--- src/include/clocked_serial_defines.svh ---
`ifndef CLOCKED_SERIAL_DEFINES_SVH
`define CLOCKED_SERIAL_DEFINES_SVH

// Register indices; byte address is four times the index
`define IDX_MODE 24'hFF_FF80
`define IDX_DIVISOR 24'hFF_FF81
`define IDX_CONTROL 24'hFF_FF82
`define IDX_TXDATA 24'hFF_FF83
`define IDX_STATUS 24'hFF_FF84
`define IDX_RXDATA 24'hFF_FF85
`define IDX_SMART 24'hFF_FF86

// Mode register fields
`define MODE_SYNC_BIT 7
`define MODE_PRESCALE_LSB 0

// Control register fields
`define CTRL_TIE_BIT 7
`define CTRL_RIE_BIT 6
`define CTRL_TE_BIT 5
`define CTRL_RE_BIT 4
`define CTRL_TX_DONE_IRQ_ENABLE_BIT 2
`define CTRL_CLOCK_SOURCE_SELECT_HI_BIT 1
`define CTRL_CLOCK_SOURCE_SELECT_LO_BIT 0

// Status register fields
`define ST_TX_EMPTY_FLAG_BIT 7
`define ST_RX_FULL_FLAG_BIT 6
`define ST_OVERRUN_FLAG_BIT 5
`define ST_TX_END_FLAG_BIT 2

// Smart card register field
`define SMART_SEL_BIT 0

// Reset values
`define MODE_RST 8'h00
`define DIVISOR_RST 8'hFF
`define CONTROL_RST 8'h00
`define TX_EMPTY_FLAG_RST 1'b1
`define TX_END_FLAG_RST 1'b1
`define SMART_RST 1'b0

// Frame counts
`define SYNC_LAST_BIT 4'h7
`define ASYNC_LAST_DATA 4'h7
`define ASYNC_STOP_BIT 4'h9
`define ASYNC_PRE_STOP 4'h8

`endif

--- src/include/clocked_serial_pkg.sv ---
package clocked_serial_pkg;

   typedef struct packed {
      logic psel;
      logic penable;
      logic pwrite;
      logic [31:0] paddr;
      logic [31:0] pwdata;
   } apb_req_t;

   typedef struct packed {
      logic pready;
      logic pslverr;
      logic [31:0] prdata;
   } apb_rsp_t;

   typedef struct packed {
      logic sckIn;
      logic rxd;
   } pins_in_t;

   typedef struct packed {
      logic sckOut;
      logic sckOe;
      logic txd;
   } pins_out_t;

   typedef struct packed {
      logic txWrite;
      logic [7:0] txData;
      logic rxRead;
   } dma_in_t;

   typedef struct packed {
      logic txEmpty;
      logic rxFull;
      logic rxError;
      logic txEnd;
      logic [7:0] rxData;
   } req_out_t;

   typedef enum logic {
      TX_IDLE = 1'b0,
      TX_RUN = 1'b1
   } tx_state_t;

   typedef enum logic [1:0] {
      RX_IDLE = 2'b00,
      RX_START = 2'b01,
      RX_DATA = 2'b10,
      RX_STOP = 2'b11
   } rx_state_t;

   typedef struct packed {
      logic [15:0] count;
      logic tick;
   } gen_state_t;

   typedef struct packed {
      logic [7:0] mode;
      logic [7:0] divisor;
      logic [7:0] ctrl;
      logic smart_card_select;
      logic [7:0] txBuf;
      logic [7:0] rxBuf;
      logic tx_empty_flag;
      logic rx_full_flag;
      logic overrun_flag;
      logic tx_end_flag;
      logic armTdre;
      logic armRdrf;
      logic armOrer;
      logic [31:0] prdata;
      tx_state_t txSt;
      logic [7:0] txSh;
      logic [3:0] txBit;
      logic txPhase;
      logic frameTx;
      logic frameRx;
      logic txd;
      logic sckOut;
      logic sckPrev;
      rx_state_t rxSt;
      logic [7:0] rxSh;
      logic [3:0] rxBit;
      logic rxPhase;
   } chan_state_t;

endpackage

--- src/core/clocked_serial_channel.sv ---
`timescale 1ns/1ps
`include "clocked_serial_defines.svh"
// Notes on behaviour
// - Mode bit: 0 asynchronous, 1 clocked
// - Prescale code scales bit clock by 4^n
// - Divisor sets bit rate
// - Control bit 7 gates tx empty request
// - Control bit 6 gates rx full, error
// - Control bit 5 enables transmitter
// - Control bit 4 enables receiver
// - Control bit 2 gates tx end request
// - Clock source, clocked mode only: 0X internal out, 1X external
// - Tx empty set on disable or load
// - Tx empty cleared by armed write, DMA
// - Rx full set when byte reaches buffer
// - Rx full cleared by armed write, DMA
// - Receiver disable keeps rx full
// - Reception while full: overrun, byte lost
// - Overrun set on overrun, armed write clears
// - Writing one to flags does nothing
// - Tx end set on disable or drained
// - Tx end cleared with tx empty
// - Smart card select switches operating mode
module clocked_serial_channel (
   // Clock and reset
   input wire logic clk,
   input wire logic srst,
   // Register bus
   input wire clocked_serial_pkg::apb_req_t apbReq,
   output clocked_serial_pkg::apb_rsp_t apbRsp,
   // Serial pins
   input wire clocked_serial_pkg::pins_in_t pinsIn,
   output clocked_serial_pkg::pins_out_t pinsOut,
   // Transfer controller side
   input wire clocked_serial_pkg::dma_in_t dmaIn,
   output clocked_serial_pkg::req_out_t reqOut
);
   import clocked_serial_pkg::*;

   localparam chan_state_t STATE_RST = '{
      mode: `MODE_RST,
      divisor: `DIVISOR_RST,
      ctrl: `CONTROL_RST,
      smart_card_select: `SMART_RST,
      tx_empty_flag: `TX_EMPTY_FLAG_RST,
      tx_end_flag: `TX_END_FLAG_RST,
      txd: 1'b1,
      sckOut: 1'b1,
      sckPrev: 1'b1,
      txSt: TX_IDLE,
      rxSt: RX_IDLE,
      default: '0
   };

   chan_state_t s;
   chan_state_t next_s;

   logic setup;
   logic access;
   logic wrAccess;
   logic hitMode;
   logic hitDivisor;
   logic hitControl;
   logic hitTxData;
   logic hitStatus;
   logic hitRxData;
   logic hitSmart;
   logic mapped;
   logic [7:0] rdValue;
   logic syncMode;
   logic extClk;
   logic txEnable;
   logic rxEnable;
   logic txTick;
   logic rxTick;
   logic fallEv;
   logic riseEv;
   logic txReqOn;
   logic rxReqOn;
   logic txRestart;
   logic rxRestart;
   logic rxDone;
   logic [7:0] rxByte;

   function automatic logic regHit(input logic [31:0] addr, input logic [23:0] idx);
      return addr == {6'h00, idx, 2'b00};
   endfunction

   assign setup = apbReq.psel & ~apbReq.penable;
   assign access = apbReq.psel & apbReq.penable;
   assign wrAccess = access & apbReq.pwrite;
   assign hitMode = regHit(apbReq.paddr, `IDX_MODE);
   assign hitDivisor = regHit(apbReq.paddr, `IDX_DIVISOR);
   assign hitControl = regHit(apbReq.paddr, `IDX_CONTROL);
   assign hitTxData = regHit(apbReq.paddr, `IDX_TXDATA);
   assign hitStatus = regHit(apbReq.paddr, `IDX_STATUS);
   assign hitRxData = regHit(apbReq.paddr, `IDX_RXDATA);
   assign hitSmart = regHit(apbReq.paddr, `IDX_SMART);
   assign mapped = hitMode | hitDivisor | hitControl | hitTxData | hitStatus | hitRxData | hitSmart;

   // Smart card mode reuses the start-stop framing
   assign syncMode = s.mode[`MODE_SYNC_BIT] & ~s.smart_card_select;
   assign extClk = s.ctrl[`CTRL_CLOCK_SOURCE_SELECT_HI_BIT];
   assign txEnable = s.ctrl[`CTRL_TE_BIT];
   assign rxEnable = s.ctrl[`CTRL_RE_BIT];

   // Shift events from either our own divider or the peer's clock
   assign fallEv = extClk ? (s.sckPrev & ~pinsIn.sckIn) : (txTick & s.sckOut);
   assign riseEv = extClk ? (~s.sckPrev & pinsIn.sckIn) : (txTick & ~s.sckOut);

   assign txReqOn = s.tx_empty_flag & s.ctrl[`CTRL_TIE_BIT];
   assign rxReqOn = s.rx_full_flag & s.ctrl[`CTRL_RIE_BIT];

   bit_rate_gen txGen (
      .clk(clk),
      .srst(srst),
      .restart(txRestart),
      .prescale(s.mode[`MODE_PRESCALE_LSB +: 2]),
      .divisor(s.divisor),
      .tick(txTick)
   );

   bit_rate_gen rxGen (
      .clk(clk),
      .srst(srst),
      .restart(rxRestart),
      .prescale(s.mode[`MODE_PRESCALE_LSB +: 2]),
      .divisor(s.divisor),
      .tick(rxTick)
   );

   always_comb begin
      rdValue = 8'h00;
      if (hitMode) begin
         rdValue = s.mode;
      end else if (hitDivisor) begin
         rdValue = s.divisor;
      end else if (hitControl) begin
         rdValue = s.ctrl;
      end else if (hitTxData) begin
         rdValue = s.txBuf;
      end else if (hitStatus) begin
         rdValue[`ST_TX_EMPTY_FLAG_BIT] = s.tx_empty_flag;
         rdValue[`ST_RX_FULL_FLAG_BIT] = s.rx_full_flag;
         rdValue[`ST_OVERRUN_FLAG_BIT] = s.overrun_flag;
         rdValue[`ST_TX_END_FLAG_BIT] = s.tx_end_flag;
      end else if (hitRxData) begin
         rdValue = s.rxBuf;
      end else if (hitSmart) begin
         rdValue[`SMART_SEL_BIT] = s.smart_card_select;
      end
   end

   always_comb begin
      next_s = s;
      txRestart = 1'b0;
      rxRestart = 1'b0;
      rxDone = 1'b0;
      rxByte = s.rxSh;
      next_s.sckPrev = pinsIn.sckIn;

      // Read data latched in setup so the access phase needs no wait
      if (setup && !apbReq.pwrite) begin
         next_s.prdata = {24'h00_0000, rdValue};
      end
      // A flag only counts as read when the read completes
      if (access && !apbReq.pwrite && hitStatus) begin
         next_s.armTdre = s.armTdre | s.prdata[`ST_TX_EMPTY_FLAG_BIT];
         next_s.armRdrf = s.armRdrf | s.prdata[`ST_RX_FULL_FLAG_BIT];
         next_s.armOrer = s.armOrer | s.prdata[`ST_OVERRUN_FLAG_BIT];
      end

      if (wrAccess) begin
         if (hitMode) begin
            next_s.mode = apbReq.pwdata[7:0];
         end
         if (hitDivisor) begin
            next_s.divisor = apbReq.pwdata[7:0];
         end
         if (hitControl) begin
            next_s.ctrl = apbReq.pwdata[7:0];
         end
         if (hitTxData) begin
            next_s.txBuf = apbReq.pwdata[7:0];
         end
         if (hitSmart) begin
            next_s.smart_card_select = apbReq.pwdata[`SMART_SEL_BIT];
         end
         if (hitStatus) begin
            if (!apbReq.pwdata[`ST_TX_EMPTY_FLAG_BIT] && s.armTdre) begin
               next_s.tx_empty_flag = 1'b0;
               next_s.tx_end_flag = 1'b0;
               next_s.armTdre = 1'b0;
            end
            if (!apbReq.pwdata[`ST_RX_FULL_FLAG_BIT] && s.armRdrf) begin
               next_s.rx_full_flag = 1'b0;
               next_s.armRdrf = 1'b0;
            end
            if (!apbReq.pwdata[`ST_OVERRUN_FLAG_BIT] && s.armOrer) begin
               next_s.overrun_flag = 1'b0;
               next_s.armOrer = 1'b0;
            end
         end
      end

      // Controller services a raised request
      if (dmaIn.txWrite && txReqOn) begin
         next_s.txBuf = dmaIn.txData;
         next_s.tx_empty_flag = 1'b0;
         next_s.tx_end_flag = 1'b0;
         next_s.armTdre = 1'b0;
      end
      if (dmaIn.rxRead && rxReqOn) begin
         next_s.rx_full_flag = 1'b0;
         next_s.armRdrf = 1'b0;
      end

      // Transmit and clocked receive engine
      unique case (s.txSt)
         TX_IDLE: begin
            if (txEnable && !s.tx_empty_flag) begin
               next_s.txSt = TX_RUN;
               next_s.txSh = s.txBuf;
               next_s.tx_empty_flag = 1'b1;
               next_s.txBit = 4'h0;
               next_s.txPhase = 1'b0;
               next_s.frameTx = 1'b1;
               next_s.frameRx = syncMode & rxEnable;
               next_s.txd = syncMode ? s.txBuf[0] : 1'b0;
               txRestart = 1'b1;
            end else if (syncMode && rxEnable && !txEnable && !s.overrun_flag) begin
               // Receive only keeps clocking until an overrun stops it
               next_s.txSt = TX_RUN;
               next_s.txBit = 4'h0;
               next_s.frameTx = 1'b0;
               next_s.frameRx = 1'b1;
               txRestart = 1'b1;
            end
         end
         TX_RUN: begin
            if (syncMode) begin
               if (!s.frameTx && !rxEnable) begin
                  next_s.txSt = TX_IDLE;
                  next_s.sckOut = 1'b1;
               end else begin
                  if (fallEv) begin
                     if (!extClk) begin
                        next_s.sckOut = 1'b0;
                     end
                     if (s.txBit != 4'h0 && s.frameTx) begin
                        next_s.txSh = s.txSh >> 1;
                        next_s.txd = s.txSh[1];
                     end
                  end
                  if (riseEv) begin
                     if (!extClk) begin
                        next_s.sckOut = 1'b1;
                     end
                     next_s.rxSh = {pinsIn.rxd, s.rxSh[7:1]};
                     if (s.txBit == `SYNC_LAST_BIT) begin
                        next_s.txSt = TX_IDLE;
                        if (s.frameTx && s.tx_empty_flag) begin
                           next_s.tx_end_flag = 1'b1;
                        end
                        rxDone = s.frameRx & rxEnable;
                        rxByte = {pinsIn.rxd, s.rxSh[7:1]};
                     end else begin
                        next_s.txBit = s.txBit + 4'h1;
                     end
                  end
               end
            end else if (txTick) begin
               // Start bit, eight data bits, stop bit; two ticks each
               next_s.txPhase = ~s.txPhase;
               if (s.txPhase) begin
                  if (s.txBit == `ASYNC_STOP_BIT) begin
                     next_s.txSt = TX_IDLE;
                     if (s.tx_empty_flag) begin
                        next_s.tx_end_flag = 1'b1;
                     end
                  end else begin
                     next_s.txBit = s.txBit + 4'h1;
                     next_s.txd = (s.txBit == `ASYNC_PRE_STOP) ? 1'b1 : s.txSh[0];
                     next_s.txSh = s.txSh >> 1;
                  end
               end
            end
         end
      endcase

      // Start-stop receiver, sampled mid-bit
      if (syncMode || !rxEnable) begin
         next_s.rxSt = RX_IDLE;
      end else begin
         unique case (s.rxSt)
            RX_IDLE: begin
               if (!pinsIn.rxd) begin
                  next_s.rxSt = RX_START;
                  rxRestart = 1'b1;
               end
            end
            RX_START: begin
               if (rxTick) begin
                  next_s.rxSt = pinsIn.rxd ? RX_IDLE : RX_DATA;
                  next_s.rxBit = 4'h0;
                  next_s.rxPhase = 1'b0;
               end
            end
            RX_DATA: begin
               if (rxTick) begin
                  next_s.rxPhase = ~s.rxPhase;
                  if (s.rxPhase) begin
                     next_s.rxSh = {pinsIn.rxd, s.rxSh[7:1]};
                     if (s.rxBit == `ASYNC_LAST_DATA) begin
                        next_s.rxSt = RX_STOP;
                     end else begin
                        next_s.rxBit = s.rxBit + 4'h1;
                     end
                  end
               end
            end
            RX_STOP: begin
               if (rxTick) begin
                  next_s.rxPhase = ~s.rxPhase;
                  if (s.rxPhase) begin
                     // A low stop bit is not a normal end and is dropped
                     next_s.rxSt = RX_IDLE;
                     rxDone = pinsIn.rxd;
                     rxByte = s.rxSh;
                  end
               end
            end
         endcase
      end

      // Completed byte; a still-full buffer keeps the old byte
      if (rxDone) begin
         if (next_s.rx_full_flag) begin
            next_s.overrun_flag = 1'b1;
         end else begin
            next_s.rxBuf = rxByte;
            next_s.rx_full_flag = 1'b1;
         end
      end

      // Disabling the transmitter wins over any clear in the same cycle
      if (wrAccess && hitControl && !apbReq.pwdata[`CTRL_TE_BIT]) begin
         next_s.tx_empty_flag = 1'b1;
         next_s.tx_end_flag = 1'b1;
         if (s.frameTx) begin
            next_s.txSt = TX_IDLE;
            next_s.frameTx = 1'b0;
            next_s.txd = 1'b1;
            next_s.sckOut = 1'b1;
         end
      end
   end

   always_ff @(posedge clk) begin
      if (srst) begin
         s <= STATE_RST;
      end else begin
         s <= next_s;
      end
   end

   // Zero wait states: read data already latched in setup
   assign apbRsp.pready = 1'b1;
   assign apbRsp.pslverr = access & ~mapped;
   assign apbRsp.prdata = s.prdata;

   assign pinsOut.sckOut = s.sckOut;
   assign pinsOut.sckOe = syncMode & ~extClk;
   assign pinsOut.txd = s.txd;

   assign reqOut.txEmpty = txReqOn;
   assign reqOut.rxFull = rxReqOn;
   assign reqOut.rxError = s.overrun_flag & s.ctrl[`CTRL_RIE_BIT];
   assign reqOut.txEnd = s.tx_end_flag & s.ctrl[`CTRL_TX_DONE_IRQ_ENABLE_BIT];
   assign reqOut.rxData = s.rxBuf;
endmodule

--- src/core/bit_rate_gen.sv ---
`timescale 1ns/1ps
module bit_rate_gen (
   // Clock and reset
   input wire logic clk,
   input wire logic srst,
   // Rate setting
   input wire logic restart,
   input wire logic [1:0] prescale,
   input wire logic [7:0] divisor,
   // Half bit tick
   output logic tick
);
   import clocked_serial_pkg::*;

   gen_state_t s;
   gen_state_t next_s;
   logic [15:0] limit;

   // Half period of 2*(N+1)*4^n cycles, so one bit is clk/(4*(N+1)*4^n)
   function automatic logic [15:0] halfPeriod(input logic [1:0] pre, input logic [7:0] div);
      return (({8'h00, div} + 16'h0001) << {pre, 1'b1}) - 16'h0001;
   endfunction

   assign limit = halfPeriod(prescale, divisor);

   always_comb begin
      next_s = s;
      next_s.tick = 1'b0;
      if (restart) begin
         next_s.count = 16'h0000;
      end else if (s.count >= limit) begin
         next_s.count = 16'h0000;
         next_s.tick = 1'b1;
      end else begin
         next_s.count = s.count + 16'h0001;
      end
   end

   always_ff @(posedge clk) begin
      if (srst) begin
         s <= '0;
      end else begin
         s <= next_s;
      end
   end

   assign tick = s.tick;
endmodule

--- config.mk ---
export PLATFORM = sky130hd
export DESIGN_NAME = clocked_serial_channel
export DESIGN_NICKNAME = d
export VERILOG_FILES = /design/src/include/clocked_serial_pkg.sv /design/src/core/clocked_serial_channel.sv /design/src/core/bit_rate_gen.sv
export VERILOG_INCLUDE_DIRS = /design/src /design/src/include
export SDC_FILE = /design/constraint.sdc
export NUM_CORES = 1
export LEC_CHECK = 0
export BUFFER_PORTS_ARGS = -buffer_cell sky130_fd_sc_hd__clkbuf_2
export CAP_MARGIN = 20
export CORE_ASPECT_RATIO = 0.5
export CORE_MARGIN = 8
export CORE_UTILIZATION = 52
export DETAILED_ROUTE_END_ITERATION = 10
export PLACE_DENSITY = 0.78
export SETUP_SLACK_MARGIN = 0.15
export SLEW_MARGIN = 30
export SYNTH_ARGS = -nofsm -noshare
export SYNTH_HDL_FRONTEND = slang
export SYNTH_SLANG_ARGS = --single-unit
--- constraint.sdc ---
create_clock -name clk -period 4.6 [get_ports clk]
set_clock_uncertainty 0.15 [all_clocks]
set_input_delay 0.23 -clock clk [delete_from_list [all_inputs] [get_ports clk]]
set_output_delay 0.23 -clock clk [all_outputs]
set_load 0.05 [all_outputs]
==> impl_results.html <==
<table>
<tr><th>Metric</th><th>Value</th></tr>
<tr><th colspan="2">Power and ir drop</th></tr>
<tr><td>Power Internal</td><td>just under 2 mW</td></tr>
<tr><td>Power density cells</td><td>275 nW/um2</td></tr>
<tr><td>Net Switching</td><td>0.668 mW</td></tr>
<tr><td>Fraction of power spent switching nets</td><td>25.7%</td></tr>
<tr><td>LEAKAGE</td><td>about 3.7 nW</td></tr>
<tr><td>Combinational share of power</td><td>6.1%</td></tr>
<tr><td>Clock network fraction of total power</td><td>between 50 and 60%</td></tr>
<tr><td>Part of the power in registers</td><td>41.9%</td></tr>
<tr><td>Worst vdd ir</td><td>0.198 mV</td></tr>
<tr><th colspan="2">Final layout</th></tr>
<tr><td>Layout overhead on the synthesized area</td><td>21.3%</td></tr>
<tr><td>Fill cell instance count of the final layout</td><td>approximately 1100</td></tr>
<tr><td>Layout cells sized above 1</td><td>24.0%</td></tr>
<tr><td>Diode count</td><td>0</td></tr>
<tr><td>Nets</td><td>~1200</td></tr>
<tr><td>Register area</td><td>between 2000 and 3000 um2</td></tr>
<tr><td>Multi-input gate area</td><td>5170 um2</td></tr>
<tr><th colspan="2">Logic synthesis</th></tr>
<tr><td>XOR/XNOR share of the synthesized area</td><td>5.16%</td></tr>
<tr><td>Share of the synthesized area in compound gates (AO/OA/AOI/OAI)</td><td>19.7%</td></tr>
<tr><td>Post-Synth Adder-Cell Area</td><td>6.58%</td></tr>
<tr><td>Post-synthesis async set-or-reset flop share</td><td>0%</td></tr>
<tr><td>Mapped Cells</td><td>943</td></tr>
<tr><td>Multiplexer area fraction after synthesis</td><td>under 10%</td></tr>
<tr><td>Flop and latch count out of synthesis</td><td>124</td></tr>
<tr><td>Post-synth top flop</td><td>dfxtp_1</td></tr>
<tr><td>Sequential area share after synthesis</td><td>31.8%</td></tr>
<tr><td>Top-area cell type share of the netlist area</td><td>31.8%</td></tr>
<tr><td>Synth Area in Simple Gates</td><td>about 22%</td></tr>
<tr><td>Cell type contributing the most total cell area after synthesis</td><td>dfxtp_1</td></tr>
<tr><td>Dominant combinational cell family by area after synthesis</td><td>simple AND/OR/NAND/NOR gates</td></tr>
<tr><td>Syn avg cell area</td><td>8.27 um2</td></tr>
<tr><td>Most instantiated cells after synthesis</td><td>dfxtp_1, nor2_1, nand2_1</td></tr>
<tr><td>Post-Synthesis Cell Area</td><td>between 7000 and 8000 um2</td></tr>
<tr><td>Number of synthesis warnings</td><td>0</td></tr>
<tr><td>Count leader, synth</td><td>dfxtp_1</td></tr>
<tr><td>Leading cell types by total area after synthesis</td><td>dfxtp_1, ha_1, a21oi_1</td></tr>
<tr><td>Library cells used by synthesis</td><td>76</td></tr>
<tr><td>Count of flip-flops with a built-in enable after synthesis</td><td>0</td></tr>
<tr><th colspan="2">Critical path</th></tr>
<tr><td>Arr. time, crit path</td><td>between 4000 and 5000 ps</td></tr>
<tr><td>Worst reg-to-reg path cell count</td><td>15</td></tr>
<tr><td>Register-to-register setup slack</td><td>40 ps</td></tr>
<tr><td>Worst setup SP type</td><td>register</td></tr>
<tr><td>Required time worst endpoint</td><td>approximately 4800 ps</td></tr>
<tr><td>Critical register-to-register path startpoint</td><td>s[104]$_SDFFE_PP1P_</td></tr>
<tr><td>Cells along the critical path</td><td>mux2_2 -&gt; mux2_4 -&gt; mux2_4 -&gt; nor4_4 -&gt; nand2_2 -&gt; xnor2_4 -&gt; ha_4 -&gt; nand4_1 -&gt; a221oi_2 -&gt; a211o_1 -&gt; a31o_2 -&gt; a221oi_2 -&gt; o211ai_1 -&gt; maj3_2 -&gt; a2111oi_4</td></tr>
<tr><td>Buffer and inverter count on the worst path</td><td>0</td></tr>
<tr><td>CP max stage cell</td><td>maj3_2</td></tr>
<tr><td>Dominant delay contributor by cell family on the critical path</td><td>compound AO/OA/AOI/OAI gates</td></tr>
<tr><td>Worst Setup End Kind</td><td>register</td></tr>
<tr><td>Critical Setup Path Class</td><td>register to register</td></tr>
<tr><td>FF-to-FF End</td><td>rxGen.s[1]$_SDFF_PP0_</td></tr>
<tr><td>Largest stage delay on the critical path</td><td>460 ps</td></tr>
<tr><td>Maximum fanout count along the critical path</td><td>7</td></tr>
<tr><th colspan="2">Die</th></tr>
<tr><td>Die Y</td><td>103 um</td></tr>
<tr><td>Effective utilization at floorplan</td><td>53.6%</td></tr>
<tr><td>Area of the die</td><td>19400 um2</td></tr>
<tr><td>Cell row count</td><td>31</td></tr>
<tr><td>I/O pin cnt</td><td>130</td></tr>
<tr><td>Floorplan Core Area</td><td>14500 um2</td></tr>
<tr><td>Chip Width</td><td>189 um</td></tr>
<tr><th colspan="2">Drt</th></tr>
<tr><td>Number of design-rule violations left by the first detailed-router iteration</td><td>700</td></tr>
<tr><td>Total detailed-routing wirelength</td><td>around 22 mm</td></tr>
<tr><td>Number of vias after detailed routing</td><td>7376</td></tr>
<tr><td>Total iterations of the first detailed-routing run</td><td>7</td></tr>
<tr><td>Post-route DRC</td><td>0</td></tr>
<tr><td>Wl on met1</td><td>9.17 mm</td></tr>
<tr><td>Max Used Layer</td><td>met4</td></tr>
<tr><td>Number of vias per cell</td><td>5.94</td></tr>
<tr><td>Number of routed nets with antenna violations</td><td>0</td></tr>
<tr><td>Met3 routed WL</td><td>1.63 mm</td></tr>
<tr><td>Met2 wire length</td><td>10.7 mm</td></tr>
<tr><td>Routed length per placed instance</td><td>about 18 um</td></tr>
<tr><th colspan="2">GRT</th></tr>
<tr><td>Pin count of the biggest net entering global routing</td><td>58</td></tr>
<tr><td>Overflow left after global routing</td><td>0</td></tr>
<tr><td>Number of antenna violations at the first check in global routing</td><td>0</td></tr>
<tr><td>Number of global-route vias before repair</td><td>7061</td></tr>
<tr><td>Total global routing track utilization</td><td>a little over a fifth</td></tr>
<tr><td>First-pass GRT wire length</td><td>around 34 mm</td></tr>
<tr><th colspan="2">Timing</th></tr>
<tr><td>Number of slew-limit violations in the final report</td><td>0</td></tr>
<tr><td>Minimum setup slack in the final design</td><td>roughly 42 ps</td></tr>
<tr><td>Hold slack</td><td>-3.83 ps</td></tr>
<tr><td>Final Setup Violations</td><td>0</td></tr>
<tr><td>Min Clock Period, post-route</td><td>around 4600 ps</td></tr>
<tr><td>Worst Tran Pin Value</td><td>900 ps</td></tr>
<tr><td>Unrepaired setup endpoints after global routing</td><td>true</td></tr>
<tr><td>Highest clock frequency the design can meet</td><td>219 MHz</td></tr>
<tr><td>Final count of hold timing violations</td><td>1</td></tr>
<tr><td>Worst rel slew slack</td><td>38.5%</td></tr>
<tr><td>Fraction of the cycle the final worst path needs</td><td>around 99%</td></tr>
<tr><th colspan="2">Clock tree</th></tr>
<tr><td>H-tree depth</td><td>4</td></tr>
<tr><td>Number of clock buffers inserted by TritonCTS</td><td>17</td></tr>
<tr><td>CTS tree</td><td>done</td></tr>
<tr><td>Clock latency of the later-clocked register in the worst-skew pair</td><td>430 ps</td></tr>
<tr><td>Buffer levels on the longest clock path</td><td>2</td></tr>
<tr><td>Buffer cell driving the clock tree root</td><td>clkbuf_16</td></tr>
<tr><td>Clock sink total</td><td>124</td></tr>
<tr><td>Worst-path clk slew</td><td>approximately 60 ps</td></tr>
<tr><th colspan="2">Min path</th></tr>
<tr><td>Hold-critical path endpoint</td><td>s[84]$_SDFFE_PP0P_</td></tr>
<tr><td>Startpoint of the lowest-slack hold path</td><td>dmaIn[4]</td></tr>
<tr><td>Number of stages on the worst hold path</td><td>3</td></tr>
<tr><td>Type of the tightest min-delay check</td><td>primary input to register</td></tr>
<tr><th colspan="2">Outcome</th></tr>
<tr><td>Result of the run</td><td>finished with violations</td></tr>
<tr><td>Violations in the final reports</td><td>hold timing</td></tr>
<tr><th colspan="2">Placed design</th></tr>
<tr><td>DP Worst Slack</td><td>-111 ps</td></tr>
<tr><td>Placer's final routability congestion estimate</td><td>0.897</td></tr>
<tr><td>Half-perimeter wire length after placement</td><td>14.8 mm</td></tr>
<tr><td>Port-buffer cells</td><td>80</td></tr>
<tr><th colspan="2">Run</th></tr>
<tr><td>Max-cap violation count</td><td>0</td></tr>
</table>
worst reg2reg max path, delay by kind of cell (launching register included):
kind | cells | cell delay (ps)
AOI/OAI and AO/OA | 6 | 1420
muxes | 3 | 930
adders and majority gates | 2 | 710
and+or+nand+nor | 3 | 570
DFF | 1 | 440
xor gates and xnor gates | 1 | 230
registers in the layout (all words and copies together), names as in the netlist:
name and cells:
rxGen.tick 1, s 70, rxGen.s 16, extClk 1, apbRsp 8, reqOut 8, rxEnable 1, txGen.tick 1
pinsOut 2, txGen.s 16
worst max-delay path by stage:
stage,cells after the start,to,from,slack [ps]
after floorplan,17,rxGen.s[1]$_SDFF_PP0_,s[101]$_SDFFE_PP1P_,160
final,15,rxGen.s[1]$_SDFF_PP0_,s[104]$_SDFFE_PP1P_,40
after CTS,17,rxGen.s[4]$_SDFF_PP0_,s[98]$_SDFFE_PP1P_,150
after global placement,15,rxGen.s[5]$_SDFF_PP0_,s[99]$_SDFFE_PP1P_,90
after detailed placement,15,rxGen.s[5]$_SDFF_PP0_,s[106]$_SDFFE_PP0P_,-110
after global routing,16,rxGen.s[1]$_SDFF_PP0_,s[100]$_SDFFE_PP1P_,-180
cells by family (layout without fill, tap and decap cells):
| family | Yosys count | after routing |
|---|---|---|
| AND/OR/NAND/NOR | 348 | 348 |
| flip-flops | 124 | 124 |
| multiplexers | 48 | 48 |
| AO/OA/AOI/OAI | 219 | 219 |
| adder cells (fa/ha/maj) | 41 | 42 |
| other | 2 | 25 |
| buffers and inverters | 115 | 192 |
| XOR/XNOR | 46 | 46 |
power by group through the flow:
stage                     logic, mW  registers, mW  clock network [mW]
after floorplan               0.122           1.11                   0
after global placement        0.142           1.11                   0
after detailed placement      0.145           1.11                   0
after CTS                     0.153           1.09                1.36
after global routing          0.169           1.09                1.41
final                         0.159           1.09                1.35
area by class of cell:
class / instances / share of cell area (%)
multi-input combinational: 728 / 54.6
sequential: 124 / 26.5
timing repair buffer: 137 / 9.15
clock buffer: 18 / 4.53
tap: 198 / 2.62
clock inverter: 14 / 1.69
inverter: 23 / 0.912
layout by cell type, fill, tap and decap left out, types with 22 or more instances in the layout:
cell type / netlist / routed
nor2_1: 98 / 97
nor2b_1: 22 / 22
conb_1: 2 / 25
o21ai_0: 27 / 23
mux2i_1: 37 / 37
buf_4: 48 / 44
dfxtp_1: 124 / 115
a21oi_1: 76 / 63
nand2_1: 92 / 90
xnor2_1: 35 / 31
ha_1: 39 / 35
clkbuf_2: 0 / 80
nand3_1: 37 / 34
inv_1: 23 / 23
layer usage:
| metal | up-vias | GRT usage (%) |
|---|---|---|
| met2 | 284 | 37.3 |
| met3 | 57 | 4.22 |
| met1 | 3517 | 26.4 |
| met5 | - | 0 |
| met4 | 0 | 8.42 |
| li1 | 3518 | - |
stage by stage:
step	area [um2]	std cells	util, %	power [mW]	TNS [ps]
finish	9470	1242	65.1	2.60	0
global route	9470	1242	65.1	2.67	-1120
CTS	9040	1226	62.1	2.61	0
detailed placement	8200	1178	56.4	1.26	-184
global placement	8200	1178	56.4	1.26	0
floorplan	7910	966	-	1.23	0
timing repair:
action,4_1_cts,5_1_grt
gates resized for setup,22,60
hold endpoints to repair,17,0
setup endpoints to repair,28,34
gates cloned,1,0
hold buffers,9,0
setup buffers,6,16
pin swaps,10,32
Note: power is estimated with default switching activity, not from simulation.
